**config.mk**
```make
export PLATFORM = sky130hd
export DESIGN_NAME = fpk_front_panel
export DESIGN_NICKNAME = d
export VERILOG_FILES = /design/src/core/fpk_pkg.sv /design/src/core/fpk_front_panel.sv /design/src/core/fpk_flash.sv /design/src/core/fpk_lamp_test.sv
export SDC_FILE = /design/constraint.sdc
export NUM_CORES = 1
export LEC_CHECK = 0
export ABC_AREA = 0
export BUFFER_PORTS_ARGS = -buffer_cell sky130_fd_sc_hd__buf_2
export CAP_MARGIN = 20
export CORE_ASPECT_RATIO = 0.9
export CORE_MARGIN = 3
export CORE_UTILIZATION = 25
export DETAILED_ROUTE_END_ITERATION = 6
export HOLD_SLACK_MARGIN = 0.03
export PLACE_DENSITY = 0.51
export SLEW_MARGIN = 20
export SYNTH_ARGS = -nofsm -noshare
export SYNTH_HDL_FRONTEND = slang
export SYNTH_SLANG_ARGS = --single-unit
```
**constraint.sdc**
```tcl
create_clock -name clk_i -period 5.35 [get_ports clk_i]
set_clock_uncertainty 0.2 [all_clocks]
set_input_delay 0.2675 -clock clk_i [delete_from_list [all_inputs] [get_ports clk_i]]
set_output_delay 0.2675 -clock clk_i [all_outputs]
set_load 0.02 [all_outputs]
```
**src/core/fpk_pkg.sv**
```systemverilog
/*
  Constants and enumerations of the front panel indicator and key block.
  Assumes a 125 MHz system clock and a 32-bit classic Wishbone bus.
*/
package fpk_pkg;

  // Clock and timing
  localparam int unsigned CLK_HZ           = 125_000_000;
  localparam int unsigned LAMP_TEST_MS     = 5000;
  localparam int unsigned LAMP_TEST_CYCLES =
    (CLK_HZ / 1000) * LAMP_TEST_MS;
  localparam int unsigned FLASH_HALF_MS     = 250;
  localparam int unsigned FLASH_HALF_CYCLES =
    (CLK_HZ / 1000) * FLASH_HALF_MS;
  localparam int unsigned CNT_W = 32;

  // Register byte offsets
  localparam logic [7:0] REG_COND    = 8'h00;
  localparam logic [7:0] REG_ELEM    = 8'h04;
  localparam logic [7:0] REG_GROUP   = 8'h08;
  localparam logic [7:0] REG_DERATE  = 8'h0c;
  localparam logic [7:0] REG_KEY     = 8'h10;
  localparam logic [7:0] REG_NAV     = 8'h14;
  localparam logic [7:0] REG_TARGET  = 8'h18;
  localparam logic [7:0] REG_LAMPS   = 8'h1c;
  localparam logic [7:0] REG_EDITVAL = 8'h20;
  localparam logic [7:0] REG_EDITLIM = 8'h24;

  // REG_COND bit positions
  localparam int unsigned C_SELFTEST   = 0;
  localparam int unsigned C_FORCE_REL  = 1;
  localparam int unsigned C_FORCE_ANA  = 2;
  localparam int unsigned C_FACTORY    = 3;
  localparam int unsigned C_SIM_LSB    = 4;
  localparam int unsigned C_DIFF_EN    = 6;
  localparam int unsigned C_HARM_BLK   = 7;
  localparam int unsigned C_LOCAL      = 8;
  localparam int unsigned C_DEENERG    = 9;
  localparam int unsigned C_XF_OVLD    = 10;
  localparam int unsigned C_DERATE_EN  = 11;
  localparam int unsigned C_TRIP_OP    = 12;
  localparam int unsigned C_ALARM_OP   = 13;
  localparam int unsigned C_ACCESS_OK  = 14;
  localparam int unsigned C_W          = 15;

  // REG_ELEM: [7:0] pickup, [15:8] operated, [23:16] latched,
  // [27:24] phase A,B,C,ground involvement
  localparam int unsigned N_ELEM = 8;
  localparam int unsigned E_PU_LSB  = 0;
  localparam int unsigned E_OP_LSB  = 8;
  localparam int unsigned E_LT_LSB  = 16;
  localparam int unsigned E_PH_LSB  = 24;

  // Simulation function codes
  localparam logic [1:0] SIM_OFF = 2'h0;

  // Derating threshold 0.96 in unsigned 0.16 fixed point
  localparam logic [15:0] DERATE_THRESH = 16'hf5c3;

  // Setpoint group field: [1:0] active, [3:2] edited, [4] editing
  localparam int unsigned N_GROUP = 4;

  // Key codes written to REG_KEY
  typedef enum logic [2:0] {
    FPK_KEY_SETPOINT = 3'b000,
    FPK_KEY_ACTUAL   = 3'b001,
    FPK_KEY_ESCAPE   = 3'b010,
    FPK_KEY_ENTER    = 3'b011,
    FPK_KEY_VAL_UP   = 3'b100,
    FPK_KEY_VAL_DN   = 3'b101,
    FPK_KEY_RESET    = 3'b110,
    FPK_KEY_NEXT     = 3'b111
  } fpk_key_e;

  // Display context
  typedef enum logic [1:0] {
    FPK_DSP_DEFAULT  = 2'b00,
    FPK_DSP_SETPOINT = 2'b01,
    FPK_DSP_ACTUAL   = 2'b10,
    FPK_DSP_TARGET   = 2'b11
  } fpk_dsp_e;

  // Setpoint kind for value keys
  localparam logic [1:0] KIND_NUM  = 2'h0;
  localparam logic [1:0] KIND_YN   = 2'h1;
  localparam logic [1:0] KIND_LIST = 2'h2;

  localparam int unsigned PAGE_W  = 4;
  localparam logic [PAGE_W-1:0] SP_PAGES  = 4'h6;
  localparam logic [PAGE_W-1:0] ACT_PAGES = 4'h5;
  localparam int unsigned N_TGT = 8;

endpackage

```
**src/core/fpk_front_panel.sv**
```systemverilog
/*
  Front panel annunciator and key navigation for a protective relay:
  conditions and keys arrive over classic Wishbone, lamps go out.
  Assumes a 125 MHz clock, synchronous active high reset, and a
  Wishbone master that holds each request until ack.
*/
// Register access over Wishbone and the register offsets were chosen for this implementation.
`timescale 1ns/10ps

////////////////////////////////////////////////////////////////////////
// Operation
// - Self-test lamp lit while any self-diagnostic fault is flagged.
// - Test lamp lit for forced outputs, factory mode or active simulation.
// - Diff-blocked lamp lit when enabled and harmonic restraint blocks.
// - Local lamp lit exactly while in local mode.
// - Message lamp lit when any element picked up, operated or latched.
// - De-energized lamp lit while energization inhibit reports de-energized.
// - Overload lamp lit when transformer overload element operated.
// - Load-limit lamp lit when derating enabled and factor below 0.96.
// - Group lamps steady when active, flashing while that group is edited.
// - Trip lamp lit when any trip-type output relay operated.
// - Alarm lamp lit when any alarm-type output relay operated.
// - Pickup lamp lit whenever any element has picked up.
// - Phase lamps lit when that phase involved in any element condition.
// - Ground lamp lit when ground involved in any element condition.
// - Setpoint key goes to next page, or back to last setpoint viewed.
// - Actual key goes to next page, or back to last actual viewed.
// - Escape restores original value mid-edit, else moves up a header.
// - Enter commits edit only with access; on sub-header, descends.
// - Value keys step and wrap numerics, toggle yes/no, advance lists.
// - Reset in local mode clears latched relays and ended latched targets.
// - Active target overrides display, flashes message lamp; next cycles.
// - Next with no targets lights every lamp for five seconds.
module fpk_front_panel (
  input  wire logic        clk_i,
  input  wire logic        rst_i,
  input  wire logic [7:0]  wb_adr_i,
  input  wire logic [31:0] wb_dat_i,
  input  wire logic [3:0]  wb_sel_i,
  input  wire logic        wb_we_i,
  input  wire logic        wb_cyc_i,
  input  wire logic        wb_stb_i,
  output logic      [31:0] wb_dat_o,
  output logic             wb_ack_o,
  output logic             wb_err_o,
  output logic      [18:0] lamps_o,
  output logic             relay_reset_o
);

  ////////////////////////////////////////////////////////////////////
  // Registers
  logic [fpk_pkg::C_W-1:0] cond;
  logic [27:0]             elem;
  logic [4:0]              grp;
  logic [15:0]             derate;
  logic [31:0]             edit_lim;
  logic [fpk_pkg::N_TGT-1:0] tgt_act;
  logic [fpk_pkg::N_TGT-1:0] tgt_latch;
  logic [fpk_pkg::N_TGT-1:0] tgt_cond;
  logic [2:0]              tgt_sel;
  fpk_pkg::fpk_dsp_e       dsp;
  logic [fpk_pkg::PAGE_W-1:0] sp_page;
  logic [fpk_pkg::PAGE_W-1:0] act_page;
  logic [3:0]              level;
  logic                    editing;
  logic [31:0]             orig_val;
  logic [31:0]             value;
  logic [31:0]             stored;
  logic [18:0]             lamps;
  logic                    key_go;
  fpk_pkg::fpk_key_e       key;
  logic                    flash;
  logic                    ltest;
  logic                    ltest_start;

  logic wr;
  logic rd_hit;
  logic acc;
  logic [31:0] rd_data;
  assign acc = wb_cyc_i & wb_stb_i & ~wb_ack_o & ~wb_err_o;
  assign wr  = acc & wb_we_i & rd_hit & (wb_sel_i == 4'hf);

  always_comb begin
    rd_hit  = 1'b1;
    rd_data = {editing, 31'h0};
    if (wb_adr_i == fpk_pkg::REG_COND) rd_data = {17'h0, cond};
    else if (wb_adr_i == fpk_pkg::REG_ELEM) rd_data = {4'h0, elem};
    else if (wb_adr_i == fpk_pkg::REG_GROUP) rd_data = {27'h0, grp};
    else if (wb_adr_i == fpk_pkg::REG_DERATE) rd_data = {16'h0, derate};
    else if (wb_adr_i == fpk_pkg::REG_KEY) rd_hit = 1'b1;
    else if (wb_adr_i == fpk_pkg::REG_NAV)
      rd_data = {20'h0, level, act_page, sp_page[1:0], dsp};
    else if (wb_adr_i == fpk_pkg::REG_TARGET)
      rd_data = {13'h0, tgt_sel, tgt_latch, tgt_act};
    else if (wb_adr_i == fpk_pkg::REG_LAMPS) rd_data = {13'h0, lamps};
    else if (wb_adr_i == fpk_pkg::REG_EDITVAL)
      rd_data = editing ? value : stored;
    else if (wb_adr_i == fpk_pkg::REG_EDITLIM) rd_data = edit_lim;
    else rd_hit = 1'b0;
  end

  // Bus answer: one cycle after the strobe, err for unmapped addresses
  always_ff @(posedge clk_i) begin
    if (rst_i) begin
      wb_ack_o <= 1'b0;
      wb_err_o <= 1'b0;
      wb_dat_o <= '0;
    end else begin
      wb_ack_o <= acc & rd_hit;
      wb_err_o <= acc & ~rd_hit;
      if (acc) wb_dat_o <= rd_data;
    end
  end

  // Plain condition registers
  always_ff @(posedge clk_i) begin
    if (rst_i) begin
      cond     <= '0;
      elem     <= '0;
      grp      <= '0;
      derate   <= 16'hffff;
      edit_lim <= '0;
    end else if (wr) begin
      if (wb_adr_i == fpk_pkg::REG_COND) cond <= wb_dat_i[fpk_pkg::C_W-1:0];
      else if (wb_adr_i == fpk_pkg::REG_ELEM) elem <= wb_dat_i[27:0];
      else if (wb_adr_i == fpk_pkg::REG_GROUP) grp <= wb_dat_i[4:0];
      else if (wb_adr_i == fpk_pkg::REG_DERATE) derate <= wb_dat_i[15:0];
      else if (wb_adr_i == fpk_pkg::REG_EDITLIM) edit_lim <= wb_dat_i;
    end
  end

  // Key press decode: one pulse per write of REG_KEY
  always_ff @(posedge clk_i) begin
    if (rst_i) begin
      key_go <= 1'b0;
      key    <= fpk_pkg::FPK_KEY_SETPOINT;
    end else begin
      key_go <= wr & (wb_adr_i == fpk_pkg::REG_KEY);
      if (wr & (wb_adr_i == fpk_pkg::REG_KEY))
        key <= fpk_pkg::fpk_key_e'(wb_dat_i[2:0]);
    end
  end

  ////////////////////////////////////////////////////////////////////
  // Targets
  logic next_key;
  logic reset_key;
  assign next_key  = key_go & (key == fpk_pkg::FPK_KEY_NEXT);
  assign reset_key = key_go & (key == fpk_pkg::FPK_KEY_RESET)
                     & cond[fpk_pkg::C_LOCAL];
  assign ltest_start = next_key & (tgt_act == '0);

  // Target condition inputs are REG_TARGET writes: [7:0] condition,
  // [15:8] latching kind; the set from a live condition wins over reset
  always_ff @(posedge clk_i) begin
    if (rst_i) begin
      tgt_cond  <= '0;
      tgt_latch <= '0;
    end else if (wr & (wb_adr_i == fpk_pkg::REG_TARGET)) begin
      tgt_cond  <= wb_dat_i[7:0];
      tgt_latch <= wb_dat_i[15:8];
    end
  end

  genvar t;
  generate
    for (t = 0; t < fpk_pkg::N_TGT; t++) begin : g_tgt
      always_ff @(posedge clk_i) begin
        if (rst_i) tgt_act[t] <= 1'b0;
        else if (tgt_cond[t]) tgt_act[t] <= 1'b1;
        else if (!tgt_latch[t]) tgt_act[t] <= 1'b0;
        else if (reset_key) tgt_act[t] <= 1'b0;
      end
    end
  endgenerate

  always_ff @(posedge clk_i) begin
    if (rst_i) tgt_sel <= '0;
    else if (next_key & (tgt_act != '0)) tgt_sel <= tgt_sel + 1'b1;
  end

  always_ff @(posedge clk_i) begin
    if (rst_i) relay_reset_o <= 1'b0;
    else relay_reset_o <= reset_key;
  end

  ////////////////////////////////////////////////////////////////////
  // Navigation
  logic tgt_new;
  logic [fpk_pkg::N_TGT-1:0] tgt_prev;
  always_ff @(posedge clk_i) begin
    if (rst_i) tgt_prev <= '0;
    else tgt_prev <= tgt_act;
  end
  assign tgt_new = |(tgt_act & ~tgt_prev);

  always_ff @(posedge clk_i) begin
    if (rst_i) begin
      dsp      <= fpk_pkg::FPK_DSP_DEFAULT;
      sp_page  <= '0;
      act_page <= '0;
      level    <= '0;
    end else if (tgt_new) begin
      dsp <= fpk_pkg::FPK_DSP_TARGET;
    end else if (key_go) begin
      case (key)
        fpk_pkg::FPK_KEY_SETPOINT: begin
          if (dsp == fpk_pkg::FPK_DSP_SETPOINT) begin
            sp_page <= (sp_page == fpk_pkg::SP_PAGES - 1'b1) ? '0
                       : sp_page + 1'b1;
            level   <= '0;
          end
          dsp <= fpk_pkg::FPK_DSP_SETPOINT;
        end
        fpk_pkg::FPK_KEY_ACTUAL: begin
          if (dsp == fpk_pkg::FPK_DSP_ACTUAL) begin
            act_page <= (act_page == fpk_pkg::ACT_PAGES - 1'b1) ? '0
                        : act_page + 1'b1;
            level    <= '0;
          end
          dsp <= fpk_pkg::FPK_DSP_ACTUAL;
        end
        fpk_pkg::FPK_KEY_ESCAPE: begin
          if (!editing && level != '0) level <= level - 1'b1;
        end
        fpk_pkg::FPK_KEY_ENTER: begin
          if (!editing && level != 4'hf) level <= level + 1'b1;
        end
        fpk_pkg::FPK_KEY_NEXT: begin
          if (tgt_act != '0) dsp <= fpk_pkg::FPK_DSP_TARGET;
        end
        default: begin
          if (dsp == fpk_pkg::FPK_DSP_TARGET)
            dsp <= fpk_pkg::FPK_DSP_SETPOINT;
        end
      endcase
    end
  end

  ////////////////////////////////////////////////////////////////////
  // Setpoint edit: edit_lim = {max[15:0], min[7:0], step[5:0], kind}
  logic [15:0] vmax;
  logic [7:0]  vmin;
  logic [5:0]  vstep;
  logic [1:0]  vkind;
  logic [31:0] up_v;
  logic [31:0] dn_v;
  assign vmax  = edit_lim[31:16];
  assign vmin  = edit_lim[15:8];
  assign vstep = edit_lim[7:2];
  assign vkind = edit_lim[1:0];

  always_comb begin
    up_v = value;
    dn_v = value;
    if (vkind == fpk_pkg::KIND_YN) begin
      up_v = {31'h0, ~value[0]};
      dn_v = {31'h0, ~value[0]};
    end else if (vkind == fpk_pkg::KIND_LIST) begin
      up_v = (value >= {16'h0, vmax}) ? {24'h0, vmin} : value + 1;
      dn_v = up_v;
    end else begin
      up_v = (value + {26'h0, vstep} > {16'h0, vmax}) ? {24'h0, vmin}
             : value + {26'h0, vstep};
      dn_v = (value < {24'h0, vmin} + {26'h0, vstep}) ? {16'h0, vmax}
             : value - {26'h0, vstep};
    end
  end

  always_ff @(posedge clk_i) begin
    if (rst_i) begin
      editing  <= 1'b0;
      value    <= '0;
      orig_val <= '0;
      stored   <= '0;
    end else if (wr & (wb_adr_i == fpk_pkg::REG_EDITVAL)) begin
      editing  <= 1'b0;
      stored   <= wb_dat_i;
      value    <= wb_dat_i;
    end else if (key_go) begin
      case (key)
        fpk_pkg::FPK_KEY_VAL_UP: begin
          if (!editing) orig_val <= value;
          editing <= 1'b1;
          value   <= up_v;
        end
        fpk_pkg::FPK_KEY_VAL_DN: begin
          if (!editing) orig_val <= value;
          editing <= 1'b1;
          value   <= dn_v;
        end
        fpk_pkg::FPK_KEY_ESCAPE: begin
          if (editing) begin
            value   <= orig_val;
            editing <= 1'b0;
          end
        end
        fpk_pkg::FPK_KEY_ENTER: begin
          if (editing && cond[fpk_pkg::C_ACCESS_OK]) begin
            stored  <= value;
            editing <= 1'b0;
          end
        end
        default: begin
        end
      endcase
    end
  end

  ////////////////////////////////////////////////////////////////////
  // Lamps
  logic any_pu;
  logic any_elem;
  logic sim_on;
  assign any_pu   = |elem[fpk_pkg::E_PU_LSB +: fpk_pkg::N_ELEM];
  assign any_elem = |elem[23:0];
  assign sim_on   = (cond[fpk_pkg::C_SIM_LSB +: 2] != fpk_pkg::SIM_OFF);

  always_ff @(posedge clk_i) begin
    if (rst_i) begin
      lamps <= '0;
    end else if (ltest) begin
      lamps <= '1;
    end else begin
      lamps[0] <= cond[fpk_pkg::C_SELFTEST];
      lamps[1] <= cond[fpk_pkg::C_FORCE_REL] | cond[fpk_pkg::C_FORCE_ANA]
                  | cond[fpk_pkg::C_FACTORY] | sim_on;
      lamps[2] <= cond[fpk_pkg::C_DIFF_EN] & cond[fpk_pkg::C_HARM_BLK];
      lamps[3] <= cond[fpk_pkg::C_LOCAL];
      lamps[4] <= (tgt_act != '0) ? flash : any_elem;
      lamps[5] <= cond[fpk_pkg::C_DEENERG];
      lamps[6] <= cond[fpk_pkg::C_XF_OVLD];
      lamps[7] <= cond[fpk_pkg::C_DERATE_EN]
                  & (derate < fpk_pkg::DERATE_THRESH);
      for (int g = 0; g < fpk_pkg::N_GROUP; g++) begin
        if (grp[4] && grp[3:2] == g[1:0])
          lamps[8 + g] <= flash;
        else
          lamps[8 + g] <= (grp[1:0] == g[1:0]);
      end
      lamps[12] <= cond[fpk_pkg::C_TRIP_OP];
      lamps[13] <= cond[fpk_pkg::C_ALARM_OP];
      lamps[14] <= any_pu;
      lamps[17:15] <= any_elem ? elem[26:24] : 3'h0;
      lamps[18] <= any_elem & elem[27];
    end
  end

  always_ff @(posedge clk_i) begin
    if (rst_i) lamps_o <= '0;
    else lamps_o <= lamps;
  end

  fpk_flash u_flash (
    .clk_i   (clk_i),
    .rst_i   (rst_i),
    .flash_o (flash)
  );

  fpk_lamp_test u_ltest (
    .clk_i    (clk_i),
    .rst_i    (rst_i),
    .start_i  (ltest_start),
    .active_o (ltest)
  );

endmodule

```
**src/core/fpk_flash.sv**
```systemverilog
/*
  Flash timebase: a free running square wave with equal on and off time.
  Assumes the system clock and synchronous active high reset.
*/
`timescale 1ns/10ps
module fpk_flash #(
  parameter int unsigned HALF_CYCLES = fpk_pkg::FLASH_HALF_CYCLES
) (
  input  wire logic clk_i,
  input  wire logic rst_i,
  output logic      flash_o
);

  logic [fpk_pkg::CNT_W-1:0] cnt;

  always_ff @(posedge clk_i) begin
    if (rst_i) begin
      cnt     <= '0;
      flash_o <= 1'b0;
    end else if (cnt == HALF_CYCLES[fpk_pkg::CNT_W-1:0] - 1'b1) begin
      cnt     <= '0;
      flash_o <= ~flash_o;
    end else begin
      cnt <= cnt + 1'b1;
    end
  end

endmodule

```
**src/core/fpk_lamp_test.sv**
```systemverilog
/*
  Lamp test timer: holds active for a fixed count after a start pulse.
  Assumes the system clock and synchronous active high reset.
*/
`timescale 1ns/10ps
module fpk_lamp_test #(
  parameter int unsigned TEST_CYCLES = fpk_pkg::LAMP_TEST_CYCLES
) (
  input  wire logic clk_i,
  input  wire logic rst_i,
  input  wire logic start_i,
  output logic      active_o
);

  logic [fpk_pkg::CNT_W-1:0] cnt;

  always_ff @(posedge clk_i) begin
    if (rst_i) begin
      cnt      <= '0;
      active_o <= 1'b0;
    end else if (start_i) begin
      cnt      <= TEST_CYCLES[fpk_pkg::CNT_W-1:0] - 1'b1;
      active_o <= 1'b1;
    end else if (cnt != '0) begin
      cnt <= cnt - 1'b1;
    end else begin
      active_o <= 1'b0;
    end
  end

endmodule

```
Word level (Yosys, flattened, before mapping). Index checks and enable logic that the tools add are counted.

Register bits after elaboration: 385. Input bits: 49.

$add $sub $neg: 11. Order comparisons: 4. Eq/ne operators: 48. Mux-type cells: 78. Bitwise gates (word level): 35. Reductions and logical operators: 47.

Operators with widths (number): $mux W32 (25); $pmux W32 S3 (1); $add A32 B1 Y32 const B (2); $mux W30 (2); $mux W1 (35); $add A32 B6 Y32 (1); $eq A32 B25 Y1 const B (1); $eq A8 B5 Y1 const B (4); $ge A32 B16 Y1 (1); $gt A32 B16 Y1 (1); $lt A32 B9 Y1 (1); $reduce_bool A32 Y1 (1); $sub A32 B1 Y32 const B (1); $sub A32 B6 Y32 (1); $mux W4 (6); $ne A3 B1 Y1 const B (8); $reduce_or A24 Y1 (1); $and A1 B1 Y1 (19); $mux W19 (1); $eq A8 B4 Y1 const B (2); $eq A8 B6 Y1 const B (2); $logic_not A8 Y1 (2); $lt A16 B16 Y1 const B (1); $pmux W4 S4 (1); 41 further kinds (103).

Longest topological paths before layout. Gate-level depths: netlist (run 1).

Word-level depth: 16. Gate-level depth with buffers: 21.

By module. A second synthesis (run 1) with hierarchy kept.

Cells, all modules: 2608. Area total of the unflattened synthesis: 20754.9 sq um.

By module, submodules not included: fpk_front_panel (instances 1, cells each 2222, area an instance 17435.5 sq um); fpk_lamp_test (instances 1, cells each 202, area an instance 1697.9 sq um); fpk_flash (instances 1, cells each 184, area an instance 1621.6 sq um).

Worst setup path before layout (run 1). No wires, ideal clock.

Path type: register to register. Start point: register value[1]. End point: register value[5]. Library setup time: 0.141 ns. Arrival: 3.724 ns. Slack: 1.285 ns. Stages on the path, launching flop included: 20. Path buffers: 2. Clock period less this slack: 4.065 ns. Cell sequence: dfxtp_1 > clkbuf_1 > inv_1 > fa_1 > nor2_1 > o21ai_0 > and2_1 > nor2_1 > nand3_1 > xnor2_1 > ha_1 > nand4_1 > nor3_1 > o21ai_0 > o211ai_1 > nand2_1 > nand4_1 > buf_2 > mux2i_1 > a41oi_1.

Longest elaborated chain between the ends: 8.

RTL lines: from (decl) (RTL line fpk_front_panel.sv:67) `logic [31:0] value;`; from (signal assigned) (RTL line fpk_front_panel.sv:279) `value <= wb_dat_i;`; from (signal assigned) (RTL line fpk_front_panel.sv:285) `value <= up_v;`; from (signal assigned) (RTL line fpk_front_panel.sv:290) `value <= dn_v;`; $add A32 B6 Y32 (RTL line fpk_front_panel.sv:263, fpk_front_panel.sv:264); $gt A32 B16 Y1 (RTL line fpk_front_panel.sv:263) `up_v = (value + {26'h0, vstep} > {16'h0, vmax}) ? {24'h0, vmin}`; $mux W32 (RTL line fpk_front_panel.sv:263); $mux W32 (RTL line fpk_front_panel.sv:259) `end else if (vkind == fpk_pkg::KIND_LIST) begin`; $mux W32 (RTL line fpk_front_panel.sv:256) `if (vkind == fpk_pkg::KIND_YN) begin`; $pmux W32 S3 * (RTL line fpk_front_panel.sv:281) `case (key)`; $mux W32 * (RTL line fpk_front_panel.sv:280) `end else if (key_go) begin`; $mux W32 * (RTL line fpk_front_panel.sv:276) `end else if (wr & (wb_adr_i == fpk_pkg::REG_EDITVAL)) begin`.

Mark *: on every way between the ends. The rest lies on a longest branch, timed or not. The select of a mux whose other input is x is not followed. A chain may end at the register's enable or synchronous reset.

Worst setup path after layout (run 1).
Start point: register edit_lim[3]. End point: register value[2].

Longest elaborated chain between the ends: 8.

RTL lines: from (decl) (RTL line fpk_front_panel.sv:56) `logic [31:0] edit_lim;`; from (signal assigned) (RTL line fpk_front_panel.sv:128) `else if (wb_adr_i == fpk_pkg::REG_EDITLIM) edit_lim <= wb_dat_i;`; $add A32 B6 Y32 / $add A8 B6 Y9 (equally long branches) (RTL line fpk_front_panel.sv:263, fpk_front_panel.sv:264, fpk_front_panel.sv:265); $gt A32 B16 Y1 / $lt A32 B9 Y1 (equally long branches) (RTL line fpk_front_panel.sv:263, fpk_front_panel.sv:265); $mux W32 (on tied branches) (RTL line fpk_front_panel.sv:263, fpk_front_panel.sv:265); $mux W32 (RTL line fpk_front_panel.sv:259); $mux W32 (RTL line fpk_front_panel.sv:256); $pmux W32 S3 * (RTL line fpk_front_panel.sv:281); $mux W32 * (RTL line fpk_front_panel.sv:280); $mux W32 * (RTL line fpk_front_panel.sv:276).

Marked as above.

==> reports/summary.json, run 1 <==
{
  "outcome": {"value": "finished clean"},
  "grt_util_all_layers": {"value": 0.178},
  "p_leak": {"value": 8.26, "unit": "nW"},
  "critical_path_peak_fanout": {"value": 16},
  "initial_core_util": {"value": 0.254},
  "die_w": {"value": 306, "unit": "um"},
  "routed_wirelength": {"value": 77.8, "unit": "mm"},
  "global_route_wire_length_before_repair": {"value": 118, "unit": "mm"},
  "cts.sink_count": {"value": 385},
  "synth_seq_area_share": {"value": 0.380},
  "drc": {"value": 0},
  "critical_path_arrival": {"value": 4970, "unit": "ps"},
  "pin_count": {"value": 103},
  "ys_ff_latch": {"value": 385},
  "hold_slack": {"value": 243, "unit": "ps"},
  "r2r_start": {"value": "edit_lim[3]$_SDFFE_PP0P_"},
  "transition_time_of_the_tightest_slew_check_pin": {"value": 1190, "unit": "ps"},
  "hpwlAfterDp": {"value": 54.9, "unit": "mm"},
  "syn_inst": {"value": 2606},
  "flow.area_growth_from_synthesis": {"value": 17.2, "unit": "%"},
  "drtIter0Drc": {"value": 2197},
  "cts-htree-levels": {"value": 2},
  "power.ir.vdd_worst": {"value": 254, "unit": "uV"},
  "drv_cap": {"value": 0},
  "power_switching_share": {"value": 0.270},
  "layout_worst_path_cycle_share": {"value": 0.876},
  "rows": {"value": 98},
  "worstSetupStartpoint": {"value": "edit_lim[3]$_SDFFE_PP0P_"},
  "post_route_cells_drive_above_1_share": {"value": 0.107},
  "synth-warning-count": {"value": 0},
  "fmax": {"value": 213, "unit": "MHz"},
  "fin_area": {"value": 0.0238, "unit": "sq mm"},
  "reg2reg_to": {"value": "value[2]$_SDFFE_PP0P_"},
  "finalSetupViolations": {"value": 0},
  "start_to_end_type_of_the_worst_setup_path": {"value": "flop to flop"},
  "synth-simple-area-share": {"value": 0.234},
  "total_nets_final": {"value": 2791},
  "fp.dieArea": {"value": 0.0845, "unit": "sq mm"},
  "port_buffers": {"value": 102},
  "clkSlewWorstSetupHoldPaths": {"value": 70, "unit": "ps"},
  "main_combinational_cell_family_by_area_after_synthesis": {"value": "simple AND/OR/NAND/NOR gates"},
  "synth_adder_area_share": {"value": 0.0452},
  "dieHeight": {"value": 276, "unit": "um"},
  "drt-wirelength-per-cell": {"value": 20.7, "unit": "um"},
  "final_hold_vios": {"value": 0},
  "slew_headroom": {"value": 0.207},
  "gp_congestion": {"value": 0.875},
  "clk-insertion-delay-late": {"value": 600, "unit": "ps"},
  "clock_path_buffers": {"value": 3},
  "p_per_area": {"value": 291, "unit": "mW/mm^2"},
  "leading_cell_types_in_the_layout_fill_and_taps_excluded": {"value": "471 x sky130_fd_sc_hd__nand2_1, 384 x sky130_fd_sc_hd__dfxtp_1, 274 x sky130_fd_sc_hd__a21oi_1"},
  "critical_path.endpoint_type": {"value": "flop"},
  "maximum_number_of_pins_on_one_net_before_global_route_repair": {"value": 119},
  "holdCritPathClass": {"value": "flop to flop"},
  "synthesized_netlist_net_count": {"value": 2725},
  "power.share.combinational": {"value": 0.114},
  "synth_top_flop_cell": {"value": "sky130_fd_sc_hd__dfxtp_1"},
  "dpl-instance-area": {"value": 0.0219, "unit": "sq mm"},
  "final_core_util": {"value": 0.298},
  "synth_compound_gate_area_share": {"value": 0.193},
  "number_of_global_route_vias_before_repair": {"value": 18200},
  "post_synth_design_cell_area": {"value": 0.0203, "unit": "sq mm"},
  "worst_ep_required_time": {"value": 5630, "unit": "ps"},
  "total_switching_power": {"value": 1.87, "unit": "mW"},
  "maxSlewViolCount": {"value": 0},
  "vias": {"value": 19500},
  "clk_root_buffer_cell": {"value": "sky130_fd_sc_hd__clkbuf_16"},
  "area.sequential": {"value": 0.00771, "unit": "sq mm"},
  "reg2reg_depth": {"value": 18},
  "yosys.cell_types.count": {"value": 87},
  "core": {"value": 0.0798, "unit": "sq mm"},
  "number_of_enable_type_register_cells_in_the_synthesized_netlist": {"value": 0},
  "overflow": {"value": 0},
  "totalPowerFinal": {"value": 6.92, "unit": "mW"},
  "fillerInstances": {"value": 8570},
  "antenna_violations_before_repair": {"value": 5},
  "seq_power_share": {"value": 0.447},
  "rsz_0062_raised_after_global_routing": {"value": "false"},
  "setup-tns-final": {"value": 0, "unit": "ps"},
  "drt_first_pass_iters": {"value": 5},
  "yosys.area_share.xor_xnor": {"value": 0.0497},
  "tritoncts_clock_tree": {"value": "yes"},
  "synth.mux.area_fraction": {"value": 0.0518},
  "crit_path_end": {"value": "value[2]$_SDFFE_PP0P_"},
  "post_cts_resize_count": {"value": 0},
  "cts-buffers-inserted": {"value": 42},
  "drtAntennaViolNets": {"value": 0},
  "cp-start-kind": {"value": "flop"},
  "routed_via_density": {"value": 5.18},
  "multi_input_comb_area": {"value": 0.0117, "unit": "sq mm"},
  "power_frac_clock": {"value": 0.439},
  "synth_async_sr_flop_share": {"value": 0},
  "intPower": {"value": 5.05, "unit": "mW"},
  "layout.cells.most_common": {"value": "sky130_fd_sc_hd__nand2_1"},
  "layout_min_cycle_time": {"value": 4690, "unit": "ps"},
  "avgSynthCellArea": {"value": 7.78, "unit": "sq um"},
  "r2r_setup_slack": {"value": 660, "unit": "ps"}
}
[Yosys cell counts, types with 6 or more instances]
cell type	number	area (sq um)
sky130_fd_sc_hd__o21ai_0	114	571
sky130_fd_sc_hd__mux2i_1	88	881
sky130_fd_sc_hd__o211ai_1	17	128
sky130_fd_sc_hd__inv_1	63	236
sky130_fd_sc_hd__and2_1	7	43.8
sky130_fd_sc_hd__buf_1	15	56.3
sky130_fd_sc_hd__a211oi_1	20	150
sky130_fd_sc_hd__nor2_1	261	980
sky130_fd_sc_hd__nand2b_1	14	87.6
sky130_fd_sc_hd__dfxtp_1	385	7710
sky130_fd_sc_hd__o221ai_1	12	105
sky130_fd_sc_hd__xor2_1	54	473
sky130_fd_sc_hd__a222oi_1	15	150
sky130_fd_sc_hd__or2_2	11	68.8
sky130_fd_sc_hd__o21a_1	6	45.0
sky130_fd_sc_hd__ha_1	66	826
sky130_fd_sc_hd__or3_1	27	169
sky130_fd_sc_hd__nand4_1	28	175
sky130_fd_sc_hd__and3_1	13	81.3
sky130_fd_sc_hd__xnor2_1	61	534
sky130_fd_sc_hd__nand3_1	51	255
sky130_fd_sc_hd__clkbuf_1	167	627
sky130_fd_sc_hd__a31oi_1	36	225
sky130_fd_sc_hd__nor3_1	60	300
sky130_fd_sc_hd__nand2_1	471	1770
sky130_fd_sc_hd__mux2_2	15	169
sky130_fd_sc_hd__or4_1	10	75.1
sky130_fd_sc_hd__nor4_1	33	206
sky130_fd_sc_hd__a2111oi_0	9	78.8
sky130_fd_sc_hd__a21oi_1	274	1370
sky130_fd_sc_hd__a221oi_1	19	166
sky130_fd_sc_hd__o22ai_1	15	93.8
sky130_fd_sc_hd__nor2b_1	32	200
sky130_fd_sc_hd__a22oi_1	6	45.0
sky130_fd_sc_hd__a311oi_1	20	175
[per-layer routing]
| layer | part of all wire | track usage | wire [um] | up-vias |
|---|---|---|---|---|
| met3 | 0.089 | 0.0389 | 6940 | 104 |
| met5 | 0.00017 | 0 | 13 | - |
| met4 | 0.021 | 0.0416 | 1610 | 2 |
| met1 | 0.49 | 0.272 | 38000 | 9323 |
| met2 | 0.40 | 0.251 | 31200 | 746 |
| li1 | - | - | - | 9291 |
[worst min path at each step]
stage,startpoint,to,slack [ps],cells past startpoint
2_1_floorplan,wb_dat_i[17],value[17]$_SDFFE_PP0P_,190,2
3_3_place_gp,u_flash.cnt[0]$_SDFF_PP0_,u_flash.cnt[0]$_SDFF_PP0_,230,1
3_5_place_dp,u_flash.cnt[0]$_SDFF_PP0_,u_flash.cnt[0]$_SDFF_PP0_,240,1
4_1_cts,tgt_cond[7]$_SDFFE_PP0P_,tgt_act[7]$_SDFFE_PP0P_,240,2
5_1_grt,tgt_cond[7]$_SDFFE_PP0P_,tgt_act[7]$_SDFFE_PP0P_,260,2
6_report,tgt_cond[7]$_SDFFE_PP0P_,tgt_act[7]$_SDFFE_PP0P_,240,2
[layout make-up]
| cell class | instances | share of cell area |
|---|---|---|
| inverter | 63 | 0.00995 |
| antenna | 1 | 0.000105 |
| sequential | 385 | 0.325 |
| tap | 1050 | 0.0553 |
| multi-input combinational | 1972 | 0.491 |
| timing repair buffer | 208 | 0.0600 |
| clock inverter | 13 | 0.00695 |
| clock buffer | 63 | 0.0526 |
[cell families (layout without fill, tap and decap cells)]
family | after synthesis | in the layout
adders and majority gates | 71 | 71
DFF | 385 | 385
xor gates and xnor gates | 115 | 115
and+or+nand+nor | 1055 | 1055
muxes | 103 | 103
buffers and inverters | 249 | 347
other | 0 | 1
AOI/OAI and AO/OA | 628 | 628
[what timing repair did]
action                    CTS  global route
buffers inserted            0             0
hold endpoints to repair  160             0
hold buffers               44             0
[registers in the layout, summed over array words and instances, names as in the netlist, 15 cells and up]
register / flops
edit_lim: 32
elem: 28
orig_val: 32
stored: 32
u_ltest.cnt: 32
u_flash.cnt: 32
cond: 15
value: 32
derate: 16
lamps_o: 19
lamps: 19
wb_dat_o: 32
[power groups by stage]
stage | clock network, mW | logic [mW] | registers [mW]
floorplan | 0 | 0.566 | 3.15
global placement | 0 | 0.766 | 3.15
detailed placement | 0 | 0.762 | 3.15
CTS | 3.10 | 0.796 | 3.09
global route | 3.21 | 0.889 | 3.11
finish | 3.04 | 0.791 | 3.09
[per-stage QoR]
step                      cells  setup WS (ps)
after CTS                  3754            738
after detailed placement   3634            737
after global routing       3755            309
final                      3755            663
after global placement     3634            821
after floorplan            2606           1280
[worst max-delay path: stages (launching register included)]
cell and delay (ps):
sky130_fd_sc_hd__dfxtp_1 490, sky130_fd_sc_hd__inv_1 170, sky130_fd_sc_hd__ha_1 310, sky130_fd_sc_hd__nor3b_1 270
sky130_fd_sc_hd__o31ai_1 180, sky130_fd_sc_hd__a21oi_2 480, sky130_fd_sc_hd__nand3_1 220, sky130_fd_sc_hd__nor2_1 150
sky130_fd_sc_hd__xor2_1 120, sky130_fd_sc_hd__ha_1 320, sky130_fd_sc_hd__nand4_1 100, sky130_fd_sc_hd__nor3_1 280
sky130_fd_sc_hd__o21ai_0 140, sky130_fd_sc_hd__o211ai_1 120, sky130_fd_sc_hd__nand2_1 80, sky130_fd_sc_hd__nand4_1 100
sky130_fd_sc_hd__buf_4 280, sky130_fd_sc_hd__mux2_2 360, sky130_fd_sc_hd__o21ba_2 190
(Power assumes the default switching activity.)
==> inputs of run 2 (changes only) <==
- SYNTH_HIERARCHICAL: not set -> 1
- TNS_END_PERCENT: not set -> 5
==> reports/summary.json, run 2 <==
{
  "outcome": {"value": "finished clean", "change": "unchanged"},
  "fp.dieArea": {"value": 0.0865, "unit": "sq mm", "change": "was 0.0845 sq mm"},
  "p_leak": {"value": 8.43, "unit": "nW", "change": "was 8.26 nW"},
  "synthesized_netlist_net_count": {"value": 2727, "change": "was 2725"},
  "synth_async_sr_flop_share": {"value": 0, "change": "unchanged"},
  "cts.sink_count": {"value": 385, "change": "unchanged"},
  "reg2reg_depth": {"value": 16, "change": "was 18"},
  "avgSynthCellArea": {"value": 7.96, "unit": "sq um", "change": "was 7.78 sq um"},
  "post_synth_design_cell_area": {"value": 0.0208, "unit": "sq mm", "change": "was 0.0203 sq mm"},
  "cts-buffers-inserted": {"value": 44, "change": "was 42"},
  "synth_top_cells_by_count": {"value": "408 x sky130_fd_sc_hd__nand2_1, 385 x sky130_fd_sc_hd__dfxtp_1, 252 x sky130_fd_sc_hd__a21oi_1, 203 x sky130_fd_sc_hd__nor2_1, 160 x sky130_fd_sc_hd__clkbuf_1", "change": "was 471 x sky130_fd_sc_hd__nand2_1, 385 x sky130_fd_sc_hd__dfxtp_1, 274 x sky130_fd_sc_hd__a21oi_1, 261 x sky130_fd_sc_hd__nor2_1, 167 x sky130_fd_sc_hd__clkbuf_1"},
  "synth.most_common_cell": {"value": "sky130_fd_sc_hd__nand2_1", "change": "unchanged"},
  "cts-htree-levels": {"value": 2, "change": "unchanged"},
  "port_buffers": {"value": 102, "change": "unchanged"},
  "flow.area_growth_from_synthesis": {"value": 17.5, "unit": "%", "change": "was 17.2%"},
  "clk_root_buffer_cell": {"value": "sky130_fd_sc_hd__clkbuf_16", "change": "unchanged"},
  "synth.top_cells.by_area": {"value": "sky130_fd_sc_hd__dfxtp_1 37%, sky130_fd_sc_hd__nand2_1 7.4%, sky130_fd_sc_hd__a21oi_1 6.1%", "change": "was sky130_fd_sc_hd__dfxtp_1 38%, sky130_fd_sc_hd__nand2_1 8.7%, sky130_fd_sc_hd__a21oi_1 6.8%"},
  "maxSlewViolCount": {"value": 0, "change": "unchanged"},
  "number_of_global_route_vias_before_repair": {"value": 18800, "change": "was 18.2k"},
  "intPower": {"value": 5.09, "unit": "mW", "change": "was 5.05 mW"},
  "synth_seq_area_share": {"value": 0.371, "change": "was 0.380"},
  "antenna_violations_before_repair": {"value": 8, "change": "was 5"},
  "routed_via_density": {"value": 5.42, "change": "was 5.18"},
  "synth_top_area_share": {"value": 0.371, "change": "was 0.380"},
  "worst_path_max_delay_cell": {"value": "sky130_fd_sc_hd__a221oi_2", "change": "was sky130_fd_sc_hd__dfxtp_1"},
  "post_route_cells_drive_above_1_share": {"value": 0.110, "change": "was 0.107"},
  "routed_wirelength": {"value": 83.9, "unit": "mm", "change": "was 77.8 mm"},
  "overflow": {"value": 0, "change": "unchanged"},
  "grt_util_all_layers": {"value": 0.189, "change": "was 0.178"},
  "critPathMaxStageDelay": {"value": 760, "unit": "ps", "change": "was 490 ps"},
  "drc": {"value": 0, "change": "unchanged"},
  "cp_num_cells": {"value": 16, "change": "was 18"},
  "post-place-ws": {"value": -95.2, "unit": "ps", "change": "was 737 ps"},
  "drt_first_pass_iters": {"value": 6, "change": "was 5"},
  "final_hold_vios": {"value": 0, "change": "unchanged"},
  "maximum_number_of_pins_on_one_net_before_global_route_repair": {"value": 156, "change": "was 119"},
  "holdCritPathClass": {"value": "input pin to flop", "change": "was flop to flop"},
  "total_switching_power": {"value": 1.90, "unit": "mW", "change": "was 1.87 mW"},
  "global_route_wire_length_before_repair": {"value": 125, "unit": "mm", "change": "was 118 mm"},
  "power.ir.vdd_worst": {"value": 205, "unit": "uV", "change": "was 254 uV"},
  "power_switching_share": {"value": 0.272, "change": "was 0.270"},
  "hold_slack": {"value": 66.6, "unit": "ps", "change": "was 243 ps"},
  "layout.cells.most_common": {"value": "sky130_fd_sc_hd__nand2_1", "change": "unchanged"},
  "start_to_end_type_of_the_worst_setup_path": {"value": "flop to flop", "change": "unchanged"},
  "critical_path_peak_fanout": {"value": 9, "change": "was 16"},
  "crit_buf_inv": {"value": 1, "change": "was 2"},
  "layout_min_cycle_time": {"value": 5040, "unit": "ps", "change": "was 4690 ps"},
  "vias": {"value": 20500, "change": "was 19.5k"},
  "hpwlAfterDp": {"value": 60.7, "unit": "mm", "change": "was 54.9 mm"},
  "clock_path_buffers": {"value": 3, "change": "unchanged"},
  "syn_inst": {"value": 2608, "change": "was 2606"},
  "initial_core_util": {"value": 0.254, "change": "about the same"},
  "critical_path.endpoint_type": {"value": "flop", "change": "unchanged"},
  "fmax": {"value": 198, "unit": "MHz", "change": "was 213 MHz"},
  "finalSetupViolations": {"value": 0, "change": "unchanged"},
  "total_nets_final": {"value": 2798, "change": "was 2791"},
  "transition_time_of_the_tightest_slew_check_pin": {"value": 1100, "unit": "ps", "change": "was 1190 ps"},
  "cpMostUsedCell": {"value": "sky130_fd_sc_hd__ha_1"},
  "crit_path_cell_trace": {"value": "inv_1, ha_1, nor2_1, o311ai_1, a221oi_2, nand3_1, xnor2_1, ha_1, nand4_1, a2111o_1, o211a_1, o211ai_1, or4_1, nor2_2, a311oi_1, o31ai_1", "change": "was inv_1, ha_1, nor3b_1, o31ai_1, a21oi_2, nand3_1, nor2_1, xor2_1, ha_1, nand4_1, nor3_1, o21ai_0, o211ai_1, nand2_1, nand4_1, buf_4, mux2_2, o21ba_2"},
  "fin_area": {"value": 0.0244, "unit": "sq mm", "change": "was 0.0238 sq mm"},
  "clk-insertion-delay-late": {"value": 620, "unit": "ps", "change": "was 600 ps"},
  "critPathTopFamily": {"value": "compound AO/OA/AOI/OAI gates", "change": "was simple AND/OR/NAND/NOR gates"},
  "drtIter0Drc": {"value": 2204, "change": "was 2197"},
  "worst_slack": {"value": 307, "unit": "ps", "change": "was 663 ps"},
  "rows": {"value": 99, "change": "was 98"},
  "gp_congestion": {"value": 0.970, "change": "was 0.875"},
  "die_w": {"value": 310, "unit": "um", "change": "was 306 um"},
  "power_frac_clock": {"value": 0.464, "change": "was 0.439"},
  "drtAntennaViolNets": {"value": 0, "change": "unchanged"},
  "cell_depth_of_the_worst_min_delay_path": {"value": 5, "change": "was 2"},
  "leading_cell_types_in_the_layout_fill_and_taps_excluded": {"value": "407 x sky130_fd_sc_hd__nand2_1, 384 x sky130_fd_sc_hd__dfxtp_1, 252 x sky130_fd_sc_hd__a21oi_1", "change": "was 471 x sky130_fd_sc_hd__nand2_1, 384 x sky130_fd_sc_hd__dfxtp_1, 274 x sky130_fd_sc_hd__a21oi_1"},
  "tritoncts_clock_tree": {"value": "yes", "change": "unchanged"},
  "ys_ff_latch": {"value": 385, "change": "unchanged"},
  "yosys.cell_types.count": {"value": 88, "change": "was 87"},
  "layout_worst_path_cycle_share": {"value": 0.943, "change": "was 0.876"},
  "seq_power_share": {"value": 0.429, "change": "was 0.447"},
  "clkSlewWorstSetupHoldPaths": {"value": 70, "unit": "ps", "change": "about the same"},
  "core": {"value": 0.0816, "unit": "sq mm", "change": "was 0.0798 sq mm"},
  "power.share.combinational": {"value": 0.107, "change": "was 0.114"},
  "synth_largest_area_cell": {"value": "sky130_fd_sc_hd__dfxtp_1", "change": "unchanged"},
  "number_of_enable_type_register_cells_in_the_synthesized_netlist": {"value": 0, "change": "unchanged"},
  "rsz_0062_raised_after_global_routing": {"value": "false", "change": "unchanged"},
  "synth-warning-count": {"value": 6, "change": "was 0"},
  "pin_count": {"value": 103, "change": "unchanged"},
  "drt-wirelength-per-cell": {"value": 22.2, "unit": "um", "change": "was 20.7 um"},
  "worst_ep_required_time": {"value": 5680, "unit": "ps", "change": "was 5630 ps"},
  "p_per_area": {"value": 287, "unit": "mW/mm^2", "change": "was 291 mW/mm^2"},
  "dieHeight": {"value": 279, "unit": "um", "change": "was 276 um"},
  "slew_headroom": {"value": 0.260, "change": "was 0.207"},
  "cp-start-kind": {"value": "flop", "change": "unchanged"},
  "synth_top_flop_cell": {"value": "sky130_fd_sc_hd__dfxtp_1", "change": "unchanged"},
  "dpl-instance-area": {"value": 0.0225, "unit": "sq mm", "change": "was 0.0219 sq mm"},
  "critical_path_arrival": {"value": 5370, "unit": "ps", "change": "was 4970 ps"},
  "drv_cap": {"value": 0, "change": "unchanged"}
}
[run 2: through the flow]
stage	TNS, ps	util	std cells	power, mW
final	0	0.299	3776	6.99
after detailed placement	-180	0.275	3654	3.77
after CTS	0	0.298	3770	7.05
after global placement	-94.7	0.275	3654	3.77
after floorplan	0	-	2608	3.57
after global routing	0	0.299	3774	7.27
[run 2: logic make-up (layout without fill, tap and decap cells)]
family,count (synthesis),count (layout),synth area share
and+or+nand+nor,1011,1011,0.234
AOI/OAI and AO/OA,676,676,0.206
DFF,385,385,0.371
buffers and inverters,254,358,0.0481
muxes,123,123,0.0597
xor gates and xnor gates,89,89,0.0376
adders and majority gates,70,70,0.0436
other,0,4,0
[run 2: power by group through the flow]
stage          Combinational (mW)  Clock, mW  Sequential [mW]
2_1_floorplan               0.512          0             3.06
3_3_place_gp                0.708          0             3.06
3_5_place_dp                0.707          0             3.06
4_1_cts                     0.737       3.32             3.00
5_1_grt                     0.840       3.42             3.01
6_report                    0.748       3.25             3.00
[run 2: what timing repair did]
action,CTS,global route
gates resized for setup,1,2
gates cloned,0,0
buffers inserted,0,2
hold endpoints to repair,235,0
setup endpoints to repair,5,14
pin swaps,0,1
hold buffers,37,0
[run 2: final cells by class]
cell class	instances	area, sq um
clock inverter	19	244
antenna	4	10.0
fill	8747	57200
multi-input combinational	1969	12100
timing repair buffer	210	1440
clock buffer	60	1260
inverter	69	259
sequential	385	7710
tap	1060	1330
[run 2: final timing paths]
path / from / endpoint / slack, ps
worst max-delay path: edit_lim[5]$_SDFFE_PP0P_ / value[10]$_SDFFE_PP0P_ / 310
worst min-delay path: wb_stb_i / wb_dat_o[31]$_SDFFE_PP0P_ / 70
worst max register to register: edit_lim[5]$_SDFFE_PP0P_ / value[10]$_SDFFE_PP0P_ / 310
worst min register to register: edit_lim[31]$_SDFFE_PP0P_ / edit_lim[31]$_SDFFE_PP0P_ / 250
[run 2: tightest hold or removal path, stage by stage]
cell                      delay [ps]
sky130_fd_sc_hd__buf_2            80
sky130_fd_sc_hd__nand3_1          60
sky130_fd_sc_hd__buf_4           250
sky130_fd_sc_hd__nand2_1         110
sky130_fd_sc_hd__a21oi_1          60
[run 2: layer usage]
| metal | vias to the layer above | track usage | wire [um] |
|---|---|---|---|
| li1 | 9579 | - | - |
| met1 | 9982 | 0.285 | 40500 |
| met2 | 793 | 0.272 | 34400 |
| met3 | 122 | 0.0330 | 6840 |
| met4 | 2 | 0.0508 | 2050 |
| met5 | - | 0 | 13 |
